**src/logic/lfs_map.svh**
```systemverilog
// constants for the led fault supervisor: timing counts, channel count and counter width
// ------------------------------------------------------------
// Notes on behaviour
// overvoltage comparator active stops boost switching while it lasts
// boost resumes after overvoltage clears; stops again on each new trip
// open string at overvoltage is removed; regulation then continues
// switch-node overvoltage latches fault until enable shutdown or lockout
// string detection completes before boost enable; diode check only then
// primary current limit ends the on-time; next cycle runs normally
// secondary current limit shuts boost, sinks and disconnect at once
// input sense trip shuts down within 3 us regardless of enable, latched
// input overcurrent asserts fault flag and turns off disconnect gate
// enable only when supply and sense both above rising threshold
// supply below falling threshold over 50 us disables; dips ignored
// supply below 4.35 V shuts the device down
// enable low past shutdown-low time: low power, all latches cleared
// shutdown-low time counted on the internal clock, 16.3 ms at 2 MHz
// in shutdown all sources off until enable returns high
// selected detectors masked during startup
// host wanting fast shutdown uses the frequency-set pin path
// latched fault clears after enable low for 32750 clock cycles
// enable high runs boost and sinks; enable low turns both off
// shorted channels rechecked on each rising enable edge
// deglitch and shutdown intervals counted, restarting on condition loss
// ------------------------------------------------------------
`ifndef LFS_MAP_SVH
`define LFS_MAP_SVH

`define LFS_CLK_MHZ 250
`define LFS_UV_DEGLITCH_US 50
`define LFS_UV_DEGLITCH_CYC (`LFS_UV_DEGLITCH_US * `LFS_CLK_MHZ)
`define LFS_SHUTDOWN_CYC 32750
`define LFS_START_MASK_CYC 1024
`define LFS_CHANNELS 2
`define LFS_CNT_W 16

`endif

```
**src/logic/lfs_pkg.sv**
```systemverilog
// types for the led fault supervisor
package lfs_pkg;
    typedef enum logic [3:0] {
        ST_OFF = 4'b0001,
        ST_DETECT = 4'b0010,
        ST_RUN = 4'b0100,
        ST_LATCH = 4'b1000
    } lfs_state_t;

    // comparator inputs grouped after synchronising
    typedef struct packed {
        logic overVolt;
        logic nodeOverVolt;
        logic primLimit;
        logic secLimit;
        logic inputTrip;
        logic supplyAboveRise;
        logic senseAboveRise;
        logic supplyBelowFall;
        logic supplyBelowAbs;
    } lfs_sense_t;
endpackage : lfs_pkg

```
**src/logic/lfs_sync.sv**
```systemverilog
// two-flop synchroniser for a bundle of pin levels
`timescale 1ns/10ps
module lfs_sync #(
    parameter int WIDTH = 1
) (
    // clock and reset
    input wire logic sys_clk,
    input wire logic rst_n,
    // levels
    input wire logic [WIDTH-1:0] asyncIn,
    output logic [WIDTH-1:0] syncOut
);
    logic [WIDTH-1:0] firstStage_reg;

    // first stage feeds only the second stage
    always_ff @(posedge sys_clk or negedge rst_n) begin
        if (!rst_n) begin
            firstStage_reg <= '0;
            syncOut <= '0;
        end else begin
            firstStage_reg <= asyncIn;
            syncOut <= firstStage_reg;
        end
    end
endmodule : lfs_sync

```
**src/logic/lfs_timer.sv**
```systemverilog
// interval counter: done once the condition held for LIMIT cycles
`timescale 1ns/10ps
module lfs_timer #(
    parameter int LIMIT = 16,
    parameter int CNT_W = 16
) (
    // clock and reset
    input wire logic sys_clk,
    input wire logic rst_n,
    // condition and result
    input wire logic hold,
    output logic done
);
    logic [CNT_W-1:0] count_reg;
    wire atLimit = (count_reg >= CNT_W'(LIMIT - 1));

    // refuse limits that the counter width cannot reach
    if (LIMIT < 1 || LIMIT >= (1 << CNT_W)) begin : gBadLimit
        $error("lfs_timer: LIMIT out of range");
    end

    // restarts whenever the condition drops
    always_ff @(posedge sys_clk or negedge rst_n) begin
        if (!rst_n) begin
            count_reg <= '0;
            done <= 1'b0;
        end else begin
            count_reg <= !hold ? '0 : (atLimit ? count_reg
                                   : count_reg + 1'b1);
            done <= hold && atLimit;
        end
    end
endmodule : lfs_timer

```
**src/logic/lfs_supervisor.sv**
```systemverilog
// led driver fault supervisor: gating, latches, lockout and shutdown timing
`timescale 1ns/10ps
`include "lfs_map.svh"
module lfs_supervisor #(
    parameter int SHUTDOWN_CYC = `LFS_SHUTDOWN_CYC,
    parameter int UV_CYC = `LFS_UV_DEGLITCH_CYC,
    parameter int START_CYC = `LFS_START_MASK_CYC,
    parameter int CHANNELS = `LFS_CHANNELS
) (
    // clock and reset
    input wire logic sys_clk,
    input wire logic rst_n,
    // host enable / dimming pin
    input wire logic enablePwm,
    // comparator pins
    input wire logic overvoltageSense,
    input wire logic boostSwitchNodeOver,
    input wire logic primLimitHit,
    input wire logic secLimitHit,
    input wire logic inputTripHit,
    input wire logic supplyAboveRise,
    input wire logic senseAboveRise,
    input wire logic supplyBelowFall,
    input wire logic supplyBelowAbs,
    // per-channel led pin status
    input wire logic [CHANNELS-1:0] ledOpen,
    input wire logic [CHANNELS-1:0] ledShort,
    // power stage controls
    output logic boostSwitchOn,
    output logic [CHANNELS-1:0] sinkOn,
    output logic disconnectGateOn,
    output logic fault_n,
    output logic lowPower
);
    // ------------------------------------------------------------
    // synchronised inputs
    // ------------------------------------------------------------
    localparam int SYNC_W = 10 + 2 * CHANNELS;
    logic [SYNC_W-1:0] syncBus;
    lfs_pkg::lfs_sense_t sense;
    logic enSync;
    logic [CHANNELS-1:0] openSync;
    logic [CHANNELS-1:0] shortSync;

    // refuse sizes that the logic cannot serve
    if (CHANNELS < 1 || CHANNELS > 8) begin : gBadChan
        $error("lfs_supervisor: CHANNELS out of range");
    end
    if (SHUTDOWN_CYC < 2) begin : gBadShut
        $error("lfs_supervisor: SHUTDOWN_CYC too small");
    end

    lfs_sync #(.WIDTH(SYNC_W)) uSync (
        .sys_clk(sys_clk),
        .rst_n(rst_n),
        .asyncIn({enablePwm, overvoltageSense, boostSwitchNodeOver,
                  primLimitHit, secLimitHit, inputTripHit, supplyAboveRise,
                  senseAboveRise, supplyBelowFall, supplyBelowAbs,
                  ledOpen, ledShort}),
        .syncOut(syncBus)
    );

    // unpack the synchronised bundle
    assign enSync = syncBus[SYNC_W-1];
    assign sense = lfs_pkg::lfs_sense_t'(syncBus[SYNC_W-2 -: 9]);
    assign openSync = syncBus[2*CHANNELS-1 -: CHANNELS];
    assign shortSync = syncBus[CHANNELS-1:0];

    // ------------------------------------------------------------
    // interval timers
    // ------------------------------------------------------------
    logic uvDone;
    logic offDone;
    logic startDone;
    logic inDetect;
    logic [CHANNELS-1:0] chanOff_reg;
    lfs_pkg::lfs_state_t state_reg;
    lfs_pkg::lfs_state_t state_next;

    // falling-threshold dip must persist before it counts
    lfs_timer #(.LIMIT(UV_CYC), .CNT_W(`LFS_CNT_W)) uUvTimer (
        .sys_clk(sys_clk),
        .rst_n(rst_n),
        .hold(sense.supplyBelowFall),
        .done(uvDone)
    );

    // enable-low time counted in internal clock cycles
    lfs_timer #(.LIMIT(SHUTDOWN_CYC), .CNT_W(`LFS_CNT_W)) uOffTimer (
        .sys_clk(sys_clk),
        .rst_n(rst_n),
        .hold(!enSync),
        .done(offDone)
    );

    // startup window where some detectors are blind
    lfs_timer #(.LIMIT(START_CYC), .CNT_W(`LFS_CNT_W)) uStartTimer (
        .sys_clk(sys_clk),
        .rst_n(rst_n),
        .hold(state_reg == lfs_pkg::ST_RUN),
        .done(startDone)
    );

    // ------------------------------------------------------------
    // fault decode
    // ------------------------------------------------------------
    wire supplyGood = sense.supplyAboveRise && sense.senseAboveRise;
    wire lockout = uvDone || sense.supplyBelowAbs;
    wire inRun = (state_reg == lfs_pkg::ST_RUN);
    // node check only once switching can begin
    wire nodeTrip = inRun && sense.nodeOverVolt;
    // severe faults latch; input trip ignores the enable pin
    wire severe = nodeTrip || (inRun && sense.secLimit)
                  || (state_reg != lfs_pkg::ST_OFF && sense.inputTrip);
    wire enRise;
    logic enPrev_reg;
    assign enRise = enSync && !enPrev_reg;
    assign inDetect = (state_reg == lfs_pkg::ST_DETECT);

    // ------------------------------------------------------------
    // state machine
    // ------------------------------------------------------------
    // off -> detect strings -> run; severe fault -> latched
    always_comb begin
        state_next = state_reg;
        unique case (state_reg)
            lfs_pkg::ST_OFF: begin
                if (enSync && supplyGood && !lockout)
                    state_next = lfs_pkg::ST_DETECT;
            end
            lfs_pkg::ST_DETECT: begin
                if (lockout || offDone)
                    state_next = lfs_pkg::ST_OFF;
                else if (sense.inputTrip)
                    state_next = lfs_pkg::ST_LATCH;
                else if (!(|(shortSync & ~chanOff_reg)))
                    state_next = lfs_pkg::ST_RUN;
            end
            lfs_pkg::ST_RUN: begin
                if (lockout || offDone)
                    state_next = lfs_pkg::ST_OFF;
                else if (severe)
                    state_next = lfs_pkg::ST_LATCH;
            end
            lfs_pkg::ST_LATCH: begin
                // cleared only by enable shutdown or lockout
                if (lockout || offDone)
                    state_next = lfs_pkg::ST_OFF;
            end
            default: state_next = lfs_pkg::ST_OFF;
        endcase
    end

    always_ff @(posedge sys_clk or negedge rst_n) begin
        if (!rst_n) begin
            state_reg <= lfs_pkg::ST_OFF;
            enPrev_reg <= 1'b0;
        end else begin
            state_reg <= state_next;
            enPrev_reg <= enSync;
        end
    end

    // ------------------------------------------------------------
    // per-channel removal of open or shorted strings
    // ------------------------------------------------------------
    genvar ch;
    generate
        for (ch = 0; ch < CHANNELS; ch++) begin : gChan
            // open strings only judged at overvoltage, after startup mask
            wire openHit = inRun && startDone && sense.overVolt
                           && openSync[ch];
            always_ff @(posedge sys_clk or negedge rst_n) begin
                if (!rst_n)
                    chanOff_reg[ch] <= 1'b0;
                else if (state_reg == lfs_pkg::ST_OFF)
                    chanOff_reg[ch] <= 1'b0;
                else if (openHit || (inRun && shortSync[ch]))
                    chanOff_reg[ch] <= 1'b1;
                else if (enRise)
                    chanOff_reg[ch] <= 1'b0;
            end
        end
    endgenerate

    // ------------------------------------------------------------
    // output drive
    // ------------------------------------------------------------
    // boost needs run state, enable high and no overvoltage or limit
    // outputs drop in the cycle the state leaves run, so never on in off
    wire stayRun = inRun && (state_next == lfs_pkg::ST_RUN);
    wire boostNext = stayRun && enSync && !severe
                     && !sense.overVolt
                     && !sense.primLimit;
    wire [CHANNELS-1:0] sinkNext = (stayRun && enSync && !severe)
                                   ? ~chanOff_reg
                                   : '0;
    // disconnect stays on through auto-restart faults
    wire gateNext = (state_next == lfs_pkg::ST_DETECT)
                    || (state_next == lfs_pkg::ST_RUN);

    always_ff @(posedge sys_clk or negedge rst_n) begin
        if (!rst_n) begin
            boostSwitchOn <= 1'b0;
            sinkOn <= '0;
            disconnectGateOn <= 1'b0;
            fault_n <= 1'b1;
            lowPower <= 1'b1;
        end else begin
            boostSwitchOn <= boostNext && !lockout;
            sinkOn <= lockout ? '0 : sinkNext;
            disconnectGateOn <= gateNext;
            fault_n <= !(state_next == lfs_pkg::ST_LATCH);
            lowPower <= (state_next == lfs_pkg::ST_OFF);
        end
    end
endmodule : lfs_supervisor

```
**config.mk**
```make
export PLATFORM = sky130hd
export DESIGN_NAME = lfs_supervisor
export DESIGN_NICKNAME = d
export VERILOG_FILES = /design/src/logic/lfs_pkg.sv /design/src/logic/lfs_sync.sv /design/src/logic/lfs_timer.sv /design/src/logic/lfs_supervisor.sv
export VERILOG_INCLUDE_DIRS = /design/src /design/src/logic
export SDC_FILE = /design/constraint.sdc
export NUM_CORES = 1
export LEC_CHECK = 0
export ABC_AREA = 1
export BUFFER_PORTS_ARGS = -buffer_cell sky130_fd_sc_hd__buf_2
export CAP_MARGIN = 10
export CORE_ASPECT_RATIO = 1.25
export CORE_UTILIZATION = 39
export DETAILED_ROUTE_END_ITERATION = 10
export GPL_TIMING_DRIVEN = 0
export SYNTH_ARGS = -nofsm -noshare
export SYNTH_HDL_FRONTEND = slang
export SYNTH_SLANG_ARGS = --single-unit
```
**constraint.sdc**
```tcl
create_clock -name sys_clk -period 2 [get_ports sys_clk]
set_input_delay 0.5 -clock sys_clk [delete_from_list [all_inputs] [get_ports sys_clk]]
set_output_delay 0.5 -clock sys_clk [all_outputs]
set_load 0.02 [all_outputs]
```
==> Yosys cells after proc, flatten, opt, wreduce, memory -nomap -nowiden <==
Cells that the tools add are included.
{ "word_totals": {"register_bits": 92, "inputBits": 16, "output_inout_bits": 6, "elab_cells": 97} }
{ "op_classes": {"addsub": 3, "n_lt_le_gt_ge": 3, "n_eq_ne": 12, "n_mux": 21, "bitwise": 2, "reduce_logical": 39} }
{ "ops": {"columns": ["cell", "count"], "rows": [
  ["$mux W16", 6],
  ["$add A16 B1 Y16 const B", 3],
  ["$mux W4", 7],
  ["$logic_and A1 B1 Y1", 22],
  ["$ge A16 B10 Y1 const B", 1],
  ["$ge A16 B14 Y1 const B", 1],
  ["$ge A16 B15 Y1 const B", 1],
  ["$pmux W4 S4", 1],
  ["$eq A4 B1 Y1 const B", 2],
  ["$eq A4 B2 Y1 const B", 2],
  ["$eq A4 B3 Y1 const B", 2],
  ["$eq A4 B4 Y1 const B", 2],
  ["$logic_not A1 Y1", 7],
  ["$logic_or A1 B1 Y1", 7],
  ["$ne A2 B2 Y1 const B", 3],
  ["$reduce_bool A3 Y1", 2],
  ["$mux W1", 5],
  ["$mux W2", 2],
  ["$ne A4 B1 Y1 const B", 1],
  ["$and A2 B2 Y2", 1],
  ["$not A2 Y2", 1],
  ["$reduce_or A2 Y1", 1]
]} }

==> Logic depth before layout (Yosys ltp) <==
Gate-level depths: netlist (run 1).
{ "depth": {"word_depth": 14, "mapped_depth": 13, "mapped_depth_nobuf": 12} }

==> Hierarchy <==
From an unflattened synthesis (run 1), not the netlist that was laid out.
{ "unflattened": {"cells_unflattened": 535, "area_unflattened_um2": 4565.6} }
{ "modules_own_cells": {"columns": ["mod", "instances", "cells_each", "area_per_inst_um2", "seq_area_each_um2"], "rows": [
  ["lfs_timer at uOffTimer", 1, 166, 1237.4, 425.4],
  ["lfs_timer at uUvTimer", 1, 142, 1063.5, 425.4],
  ["lfs_timer at uStartTimer", 1, 119, 878.3, 425.4],
  ["lfs_sync", 1, 28, 700.7, 700.7],
  ["lfs_supervisor", 1, 80, 685.7, 329.1]
]} }

==> Worst setup path after synthesis (run 1) <==
Ideal clock, no wire load.
{ "synth_path": {"path_type": "flip-flop to flip-flop", "startpoint": "register uOffTimer.count_reg[0]", "endpoint": "register uOffTimer.count_reg[12]", "setup_time_ps": 117, "t_arrival_ps": 1357, "required_time_ps": 1883, "path_slack_ps": 526, "stages_incl_launch_ff": 12, "n_path_buf": 1, "synth_period_minus_slack_ps": 1474, "path_cell_list": "dfrtp_1 > inv_1 > ha_1 > nand2_1 > nand2_1 > o21bai_2 > nand2_2 > nand2_2 > nand2_4 > buf_4 > nand2_1 > nand2_1"} }
{ "synth_between": {"elab_chain_cells": 3, "elab_cells_between_ends": 5, "cone_classes": "1 x add/sub; 1 x order compare; 1 x eq/ne; 2 x mux"} }
{ "synth_lines": {"columns": ["item", "line_no", "text"], "rows": [
  ["start: declaration", "lfs_timer.sv:14", "logic [CNT_W-1:0] count_reg;"],
  ["start signal: assignment", "lfs_timer.sv:28", "count_reg <= !hold ? '0 : (atLimit ? count_reg"],
  ["$add A16 B1 Y16", "lfs_timer.sv:29", ": count_reg + 1'b1);"],
  ["$mux W16 (2 in series)", "lfs_timer.sv:28", null]
]} }
Parallel ways exist; a longest one is shown, timed or not. The select of a mux whose other input is x is not followed.
A chain may end at the register's enable or synchronous reset.

==> Final worst setup path (run 1) <==
{ "layout_path": {"startpoint": "register uUvTimer.count_reg[0]", "endpoint": "register uUvTimer.count_reg[8]"} }
{ "layout_between": {"elab_chain_cells": 3, "elab_cells_between_ends": 5, "cone_classes": "1 x add/sub; 1 x order compare; 1 x eq/ne; 2 x mux"} }
{ "layout_lines": {"columns": ["item", "line_no"], "rows": [
  ["start: declaration", "lfs_timer.sv:14"],
  ["start signal: assignment", "lfs_timer.sv:28"],
  ["$add A16 B1 Y16", "lfs_timer.sv:29"],
  ["$mux W16 (2 in series)", "lfs_timer.sv:28"]
]} }
Parallel ways exist; a longest one is shown, timed or not. The select of a mux whose other input is x is not followed.

==> flow_summary.toml, run 1 <==
[timing]
slew_viol_final = 0
relSlewSlack_pct = 64.34
fin_crit_sh_pct = 85.16
fin_skew_ns = 0.007755
rsz0062_at_grt = "no"
setup_viol = 0
finalWorstSetupSlack_ns = 0.2968
fmax_mhz = 587.1
final_hold_viol_count = 0
fin_crit_ns = 1.703
worst_slew_pin_slew_ns = 0.5308

[global_route]
use_met3_pct = 4.056
grt_pass1_wl_mm = 14.97
antenna_found_initial = 0
overflow = 0
use_met1_pct = 20.43
grt_max_degree = 53
grt.met2_usage_pct = 28.55
grt_busiest_layer = "met2"
gr-usage-all-layers_pct = 16.95
grt_pass1_vias = 3340

[layout]
num_antenna_cells = 0
seq_area_um2 = 2306
final_core_util_pct = 45.76
final_common_cell = "nand2_1"
fin_area_um2 = 4906
layout_common_cells = "nand2_1, dfrtp_1, nor2_1"
nFillCells = 1068
multiInputGateArea_um2 = 1738
drive_above_1_share_pct = 13.50
areaGrowthSynthToFinish_pct = 13.29
nets = 565

[logic_synthesis]
synth_cell_type_count = 38
synth-edff-count = 0
synth_cells = 511
yosysSeqAreaShare_pct = 53.25
netlist_area_um2 = 4330
synth_ff_type = "dfrtp_1"
yosysWarnings = 0
avgSynthCellArea_um2 = 8.474
ys_ff_latch = 92
syn_nets = 532
synthArstFlopShare_pct = 100.0

[hold_path]
hold_path.class = "in2async"

[power_and_ir_drop]
leakagePower_nw = 2.422
swShare_pct = 23.88
p_switching_mw = 0.9011
power.density_nw_per_um2 = 769.0
seqPwrFrac_pct = 52.1
p_int_mw = 2.872
combPwrFrac_pct = 5.8
clkPwrFrac_pct = 42.1
ir_worst_vdd_v = 0.0004239
p_total_mw = 3.773

[floorplan]
num_io_pins = 22
core_um2 = 10720
die_height_um = 119.8
rows = 42
dieArea_um2 = 11530
die_w_um = 96.25
start_util_pct = 40.39

[critical_path]
critPathKind = "reg2reg"
arrival_ns = 1.98
start_kind = "flop"
cp.required_ns = 2.28
cp-end-kind = "flop"
crit_fanout = 10
worst_r2r_startpoint = "uUvTimer.count_reg[0]"
crit_start = "uUvTimer.count_reg[0]"

[detailed_routing]
viasPerCell = 4.929
drtAntennaViolNets = 0
wirelength_mm = 8.439
vias = 3352
drtIter0Drc = 105
wl_per_cell_um = 12.41
drc = 0
dr.pass1.iters = 4

[flow_run]
cap_violations = 0

[clock_tree]
clkSinkCount = 92
clock_latency_ns = 0.34
cts_buffer_depth = 2
cts.clk_slew.worst_paths_ns = 0.07
ctsHtreeMaxLevel = 3
root_buffer = "clkbuf_16"
cts_hold_buf = 0
cts_setup_buffers = 0
cts_tree = "yes"
cts_made_buffers = 9
cts_resized = 0

[placement]
gp_congestion = 0.8890
place_area_um2 = 4631
dpl.hpwl_mm = 6.113
placement.io_buffers = 21
dp_slack_ns = 0.3200

[run_status]
run_status = "completed"
## kinds of logic after synthesis
logic type	share of synthesized area [%]
xor gates and xnor gates	3.843
DFF	53.25
adders and majority gates	1.445
buffers and inverters	6.616
and+or+nand+nor	30.25
AOI/OAI and AO/OA	4.594
## worst max-delay path, stage by stage (launching register included)
cell and delay (ns):
dfrtp_1 0.41, ha_1 0.29, o21ai_0 0.17, nand3_1 0.08, nand3_1 0.12, nand2_2 0.11
nand2_2 0.13, buf_4 0.19, nand2_1 0.06, nand2_1 0.06
## per-layer routing
layer / up-vias / share of wire (%)
met2: 42 / 50
met5: - / 0
met3: 11 / 3.0
li1: 1693 / -
met1: 1606 / 45
met4: 0 / 1.9
## cell type report
type | instances | share of cell area [%]
sequential | 92 | 47.00
clock inverter | 5 | 0.7396
tap | 132 | 3.366
buffer | 10 | 1.173
inverter | 60 | 4.667
timing repair buffer | 22 | 2.754
clock buffer | 10 | 4.871
multi-input combinational | 349 | 35.42
## power groups by stage
stage	Combinational (mW)	Sequential [mW]	Clock, mW
2_1_floorplan	0.111	2.00	0
3_3_place_gp	0.209	2.00	0
3_5_place_dp	0.225	2.00	0
4_1_cts	0.224	1.97	1.63
5_1_grt	0.256	1.97	1.72
6_report	0.220	1.97	1.59
## Yosys cell counts (3+ instances only)
master     n  area, um2
dfrtp_1   89       2227
buf_2      4      20.02
a21oi_1    8      40.04
nand2_2    6      37.54
nor2_1    64      240.2
dfstp_2    3      78.83
nand2_1  131      491.7
nand4_1   19      118.9
inv_1     57      214.0
or2_2      3      18.77
o21ai_2    8      70.07
ha_1       5      62.56
o21ai_0    7      35.03
nor3_1    15      75.07
nand3_1   47      235.2
xor2_1    17      148.9
## per-stage QoR
| step | hold WS [ns] | instances | TNS (ns) |
|---|---|---|---|
| 2_1_floorplan | 0.2044 | 511 | 0 |
| 3_3_place_gp | 0.3328 | 664 | -37.07 |
| 3_5_place_dp | 0.3347 | 665 | 0 |
| 4_1_cts | 0.1478 | 680 | 0 |
| 5_1_grt | 0.1763 | 680 | 0 |
| 6_report | 0.1379 | 680 | 0 |
## final timing paths
check                      cells past startpoint  slack (ns)                        to
max                                            9        0.30     uUvTimer.count_reg[8]
min                                            1        0.14  uStartTimer.count_reg[9]
max reg2reg                                    9        0.30     uUvTimer.count_reg[8]
min reg2reg                                    0        0.35         uSync.syncOut[11]
max in group asynchronous                      2        1.22    uOffTimer.count_reg[9]
min in group sys_clk                           1        0.26   uSync.firstStage_reg[1]
(Power assumes the default switching activity.)
==> run 2, diff against run 1 <==
Settings changed: CORE_UTILIZATION 39 to 50, PLACE_DENSITY set to 0.67.
==> run 2 against run 1 <==
  * Global-route usage up 3.7 points
  * Cell area shrank 2.7%
  * Combinational power down 2%
  * Fmax fell by 2.3%
  * Sequential power hardly changed
  * First-iteration DRC count up 26%
  * Sequential share of layout area grew 1.3 points
  * Setup slack got worse by 0.040 ns
  * Routed wire length down 2.3%
  * Via count down 0.60%
  * Register-to-register slack got worse by 0.04 ns
  * Utilization increased by 12 points
  * Critical endpoint is now uUvTimer.count_reg[6]
==> flow_summary.toml, run 2 (synthesis gave the netlist of run 1 again) <==
[detailed_routing]
viasPerCell = 5.158
drtIter0Drc = 132
drtAntennaViolNets = 0
wl_per_cell_um = 12.76
wirelength_mm = 8.241
vias = 3332
dr.pass1.iters = 4
drc = 0

[global_route]
grt_pass1_wl_mm = 14.47
grt_max_degree = 53
overflow = 0
antenna_found_initial = 0
gr-usage-all-layers_pct = 20.61
grt_pass1_vias = 3304

[floorplan]
start_util_pct = 51.97
die_height_um = 106.1
rows = 37
die_w_um = 85.24
core_um2 = 8333
num_io_pins = 22
dieArea_um2 = 9040

[run_status]
run_status = "completed"

[timing]
fin_crit_ns = 1.743
fmax_mhz = 573.8
fin_skew_ns = 0.009569
relSlewSlack_pct = 63.98
setup_viol = 0
setup_tns_ns = 0
finalWorstSetupSlack_ns = 0.2572
rsz0062_at_grt = "no"
slew_viol_final = 0
worst_slew_pin_slew_ns = 0.5361
fin_crit_sh_pct = 87.14
final_hold_viol_count = 0

[critical_path]
arrival_ns = 2.04
cp_top_family = "simple AND/OR/NAND/NOR gates"
worst-path-buf-inv = 1
worstPathCellList = "ha_1, o21ai_0, nand3_1, nand3_1, nand2_2, nand2_2, buf_4, nand2_1, nand2_1"
cp-end-kind = "flop"
slowest_stage = "dfrtp_1"
start_kind = "flop"
cpPeakStageDelay_ns = 0.42
cp.required_ns = 2.29
crit_fanout = 10
critPathKind = "reg2reg"

[placement]
place_area_um2 = 4587
dp_slack_ns = 0.2916
placement.io_buffers = 21
gp_congestion = 0.8764
dpl.hpwl_mm = 6.068

[power_and_ir_drop]
leakagePower_nw = 2.374
power.density_nw_per_um2 = 705.6
ir_worst_vdd_v = 0.0003409

[clock_tree]
cts_tree = "yes"
cts_made_buffers = 9
clkSinkCount = 92
cts_setup_buffers = 0
cts_resized = 0
cts.clk_slew.worst_paths_ns = 0.09
cts_hold_buf = 0
root_buffer = "clkbuf_8"
cts_buffer_depth = 2
clock_latency_ns = 0.36
ctsHtreeMaxLevel = 3

[hold_path]
hold_path.class = "in2async"

[layout]
drive_above_1_share_pct = 13.11
num_antenna_cells = 0
layout_common_cells = "nand2_1, dfrtp_1, nor2_1"
final_core_util_pct = 57.28
multiInputGateArea_um2 = 1738
final_common_cell = "nand2_1"
fin_area_um2 = 4773
seq_area_um2 = 2306
areaGrowthSynthToFinish_pct = 10.23
nets = 565
nFillCells = 751

[flow_run]
cap_violations = 0
run 2: cell type report:
| type | count | area share, % |
|---|---|---|
| Timing Repair Buffer | 22 | 2.831 |
| Inverter | 60 | 4.797 |
| Clock inverter | 4 | 1.075 |
| Sequential cell | 92 | 48.31 |
| Multi-Input combinational cell | 349 | 36.41 |
| Tap cell | 97 | 2.543 |
| Clock buffer | 12 | 2.831 |
| Buffer | 10 | 1.206 |
run 2: where the power goes:
group	internal (mW)	switching, mW
Sequential	1.93	0.0333
Combinational	0.0674	0.148
Clock	0.579	0.612
run 2: worst register-to-register path: cells and delay by family, from the launching register on:
family	cells	cell delay [ns]
buf+inv	1	0.19
compound gates	1	0.18
fa+ha+maj	1	0.31
simple gates	6	0.59
flops	1	0.42
run 2: metrics by stage:
step,hold WS [ns],total power [mW],std cells
after floorplan,0.2044,2.114,511
after global placement,0.3313,2.207,629
after detailed placement,0.3347,2.222,630
after CTS,0.1176,3.432,646
after global routing,0.1459,3.533,646
final,0.1104,3.368,646
run 2: metal layers:
layer  wire length, um  vias up  track usage [%]
li1                  -     1693                -
met1              3691     1563            24.74
met2              4074       55            35.14
met3               226       21            2.795
met4               248        0            12.35
met5                 0        -                0
run 2: path summary, 6_finish.rpt:
path,to,cells past startpoint,start,slack [ns]
max,uUvTimer.count_reg[6],9,uUvTimer.count_reg[0],0.26
min,uStartTimer.count_reg[9],1,rst_n,0.11
max reg2reg,uUvTimer.count_reg[6],9,uUvTimer.count_reg[0],0.26
min reg2reg,uSync.syncOut[3],0,uSync.firstStage_reg[3],0.34
max in group asynchronous,uOffTimer.count_reg[9],2,rst_n,1.27
min in group sys_clk,uSync.firstStage_reg[0],1,ledShort[0],0.24
==> run 3, diff against run 2 <==
Settings changed: PLACE_DENSITY 0.67 to unset, PLACE_DENSITY_LB_ADDON set to 0.2, SYNTH_HIERARCHICAL set to 1.
==> run 3 against run 2 <==
  * Synthesized cell count increased by 4.7%
  * Critical path depth up 1
  * Global-route usage fell by 0.90 points
  * Combinational power shrank 37%
  * Largest power group unchanged
==> flow_summary.toml, run 3 <==
[critical_path]
arrival_ns = 1.96
crit_start = "uOffTimer/count_reg[0]"
cp-end-kind = "flop"
worst_r2r_startpoint = "uOffTimer/count_reg[0]"
crit_fanout = 10
ff2ff_setup_slack_ns = 0.36
critPathKind = "reg2reg"
start_kind = "flop"
cp.required_ns = 2.32

[floorplan]
die_w_um = 87.47
core_um2 = 8748
dieArea_um2 = 9520
num_io_pins = 22
die_height_um = 108.8
start_util_pct = 52.19
rows = 38

[layout]
drive_above_1_share_pct = 17.63
areaGrowthSynthToFinish_pct = 10.50
final_common_cell = "nand2_1"
num_antenna_cells = 0
layout_common_cells = "nand2_1, dfrtp_1, nor2_1"
final_core_util_pct = 57.67
nets = 589
fin_area_um2 = 5045

[global_route]
antenna_found_initial = 0
use_met1_pct = 24.44
overflow = 0
use_met3_pct = 3.407
grt_pass1_wl_mm = 14.35
grt_busiest_layer = "met2"
gr-usage-all-layers_pct = 19.71
grt.met2_usage_pct = 32.87
grt_pass1_vias = 3282
grt_max_degree = 62

[logic_synthesis]
yosys-top-cells-count = "nand2_1, dfrtp_1, nor2_1, inv_1, nand3_1"
yosysMostFrequentCell = "nand2_1"
netlist.area_leader.share_pct = 48.78
synth_cell_type_count = 38
yosysWarnings = 6
synth-edff-count = 0
synth_cells = 535
yosysSeqAreaShare_pct = 50.51
syn_nets = 556
netlist_area_um2 = 4566
synth_top_cell_by_area = "dfrtp_1"
synth_ff_type = "dfrtp_1"
avgSynthCellArea_um2 = 8.534
ys_ff_latch = 92
synthTopCellsByArea = "dfrtp_1, nand2_1, nor2_1"
synthArstFlopShare_pct = 100.0

[timing]
fin_crit_sh_pct = 82.11
fin_crit_ns = 1.642
relSlewSlack_pct = 69.62
setup_viol = 0
worst_slew_pin_slew_ns = 0.4557
slew_viol_final = 0
final_hold_viol_count = 0
rsz0062_at_grt = "no"
fin_skew_ns = 0.01431
fmax_mhz = 608.9

[clock_tree]
cts_setup_buffers = 0
cts_tree = "yes"
ctsHtreeMaxLevel = 3
root_buffer = "clkbuf_8"
clock_latency_ns = 0.38
clkSinkCount = 92
cts_buffer_depth = 2
cts.clk_slew.worst_paths_ns = 0.10
cts_resized = 0
cts_hold_buf = 0
cts_made_buffers = 9

[detailed_routing]
wirelength_mm = 8.294
drtAntennaViolNets = 0
vias = 3459
dr.pass1.iters = 4
viasPerCell = 4.991
drc = 0
wl_per_cell_um = 11.97
drtIter0Drc = 117

[hold_path]
hold_path.class = "in2async"

[placement]
placement.io_buffers = 21
place_area_um2 = 4851
gp_congestion = 0.9031
dpl.hpwl_mm = 5.899

[run_status]
run_status = "completed"

[flow_run]
cap_violations = 0

[power_and_ir_drop]
ir_worst_vdd_v = 0.0004040
leakagePower_nw = 2.568
power.density_nw_per_um2 = 651.9
[run 3: cell types whose count changed in the layout (fill, tap and decap cells not counted), moves of 6 or more]
cell     previous run  this run
nor2_4              0         6
nand3_1            47        41
inv_2               1         7
o21ai_2             8         0
nand3_2             1        11
nand2_1           131       151
nor3_1             15         4
[run 3: final cells by class]
cell class                      instances  area [um2]
Timing Repair Buffer                   22       135.1
Inverter                               66       251.5
Tap cell                              120       150.1
Sequential cell                        92        2306
Clock buffer                           10       137.6
Buffer                                  8       71.32
Clock inverter                          6       56.30
Fill cell                             828        3704
Multi-Input combinational cell        369        1937
[run 3: metal layers]
layer | up-vias | wire (um)
li1 | 1757 | -
met1 | 1649 | 3728
met2 | 39 | 4180
met3 | 14 | 212
met4 | 0 | 173
met5 | - | 0
[run 3: kinds of logic after synthesis]
family | synth area share [%]
multiplexers | 0.4933
XOR/XNOR | 2.878
buffers and inverters | 7.070
flip-flops | 50.51
adder cells (fa/ha/maj) | 1.370
AND/OR/NAND/NOR | 34.50
AO/OA/AOI/OAI | 3.179
[run 3: path summary, 6_finish.rpt]
kind / endpoint / depth (start not counted)
max: uOffTimer/count_reg[6] / 10
min: uStartTimer/count_reg[11] / 1
max reg2reg: uOffTimer/count_reg[6] / 10
min reg2reg: uSync/syncOut[1] / 0
max in group asynchronous: uSync/syncOut[9] / 2
min in group sys_clk: uSync/firstStage_reg[13] / 1
[run 3: worst max-delay path: stages, from the launching register on]
cell	delay, ns
dfrtp_1	0.46
inv_1	0.09
ha_1	0.21
a21oi_1	0.18
nand2_1	0.09
nand2_2	0.08
nand2_4	0.10
nand2_8	0.11
buf_12	0.15
nand3_2	0.06
nand2_1	0.07
[run 3: where the power goes]
group          internal [mW]  switching, mW
sequential              1.90         0.0268
combinational         0.0432         0.0925
clock                  0.511          0.714
[run 3: per-stage QoR]
stage	total power [mW]	setup TNS [ns]	worst slack [ns]	hold slack, ns	cells
final	3.289	0	0.3578	0.05750	693
after global routing	3.430	0	0.2130	0.07618	693
after CTS	3.332	0	0.3745	0.06844	693
after detailed placement	2.103	0	0.3967	0.3347	677
after global placement	2.091	-33.98	-0.3891	0.3318	676
after floorplan	2.021	0	0.6071	0.2044	535
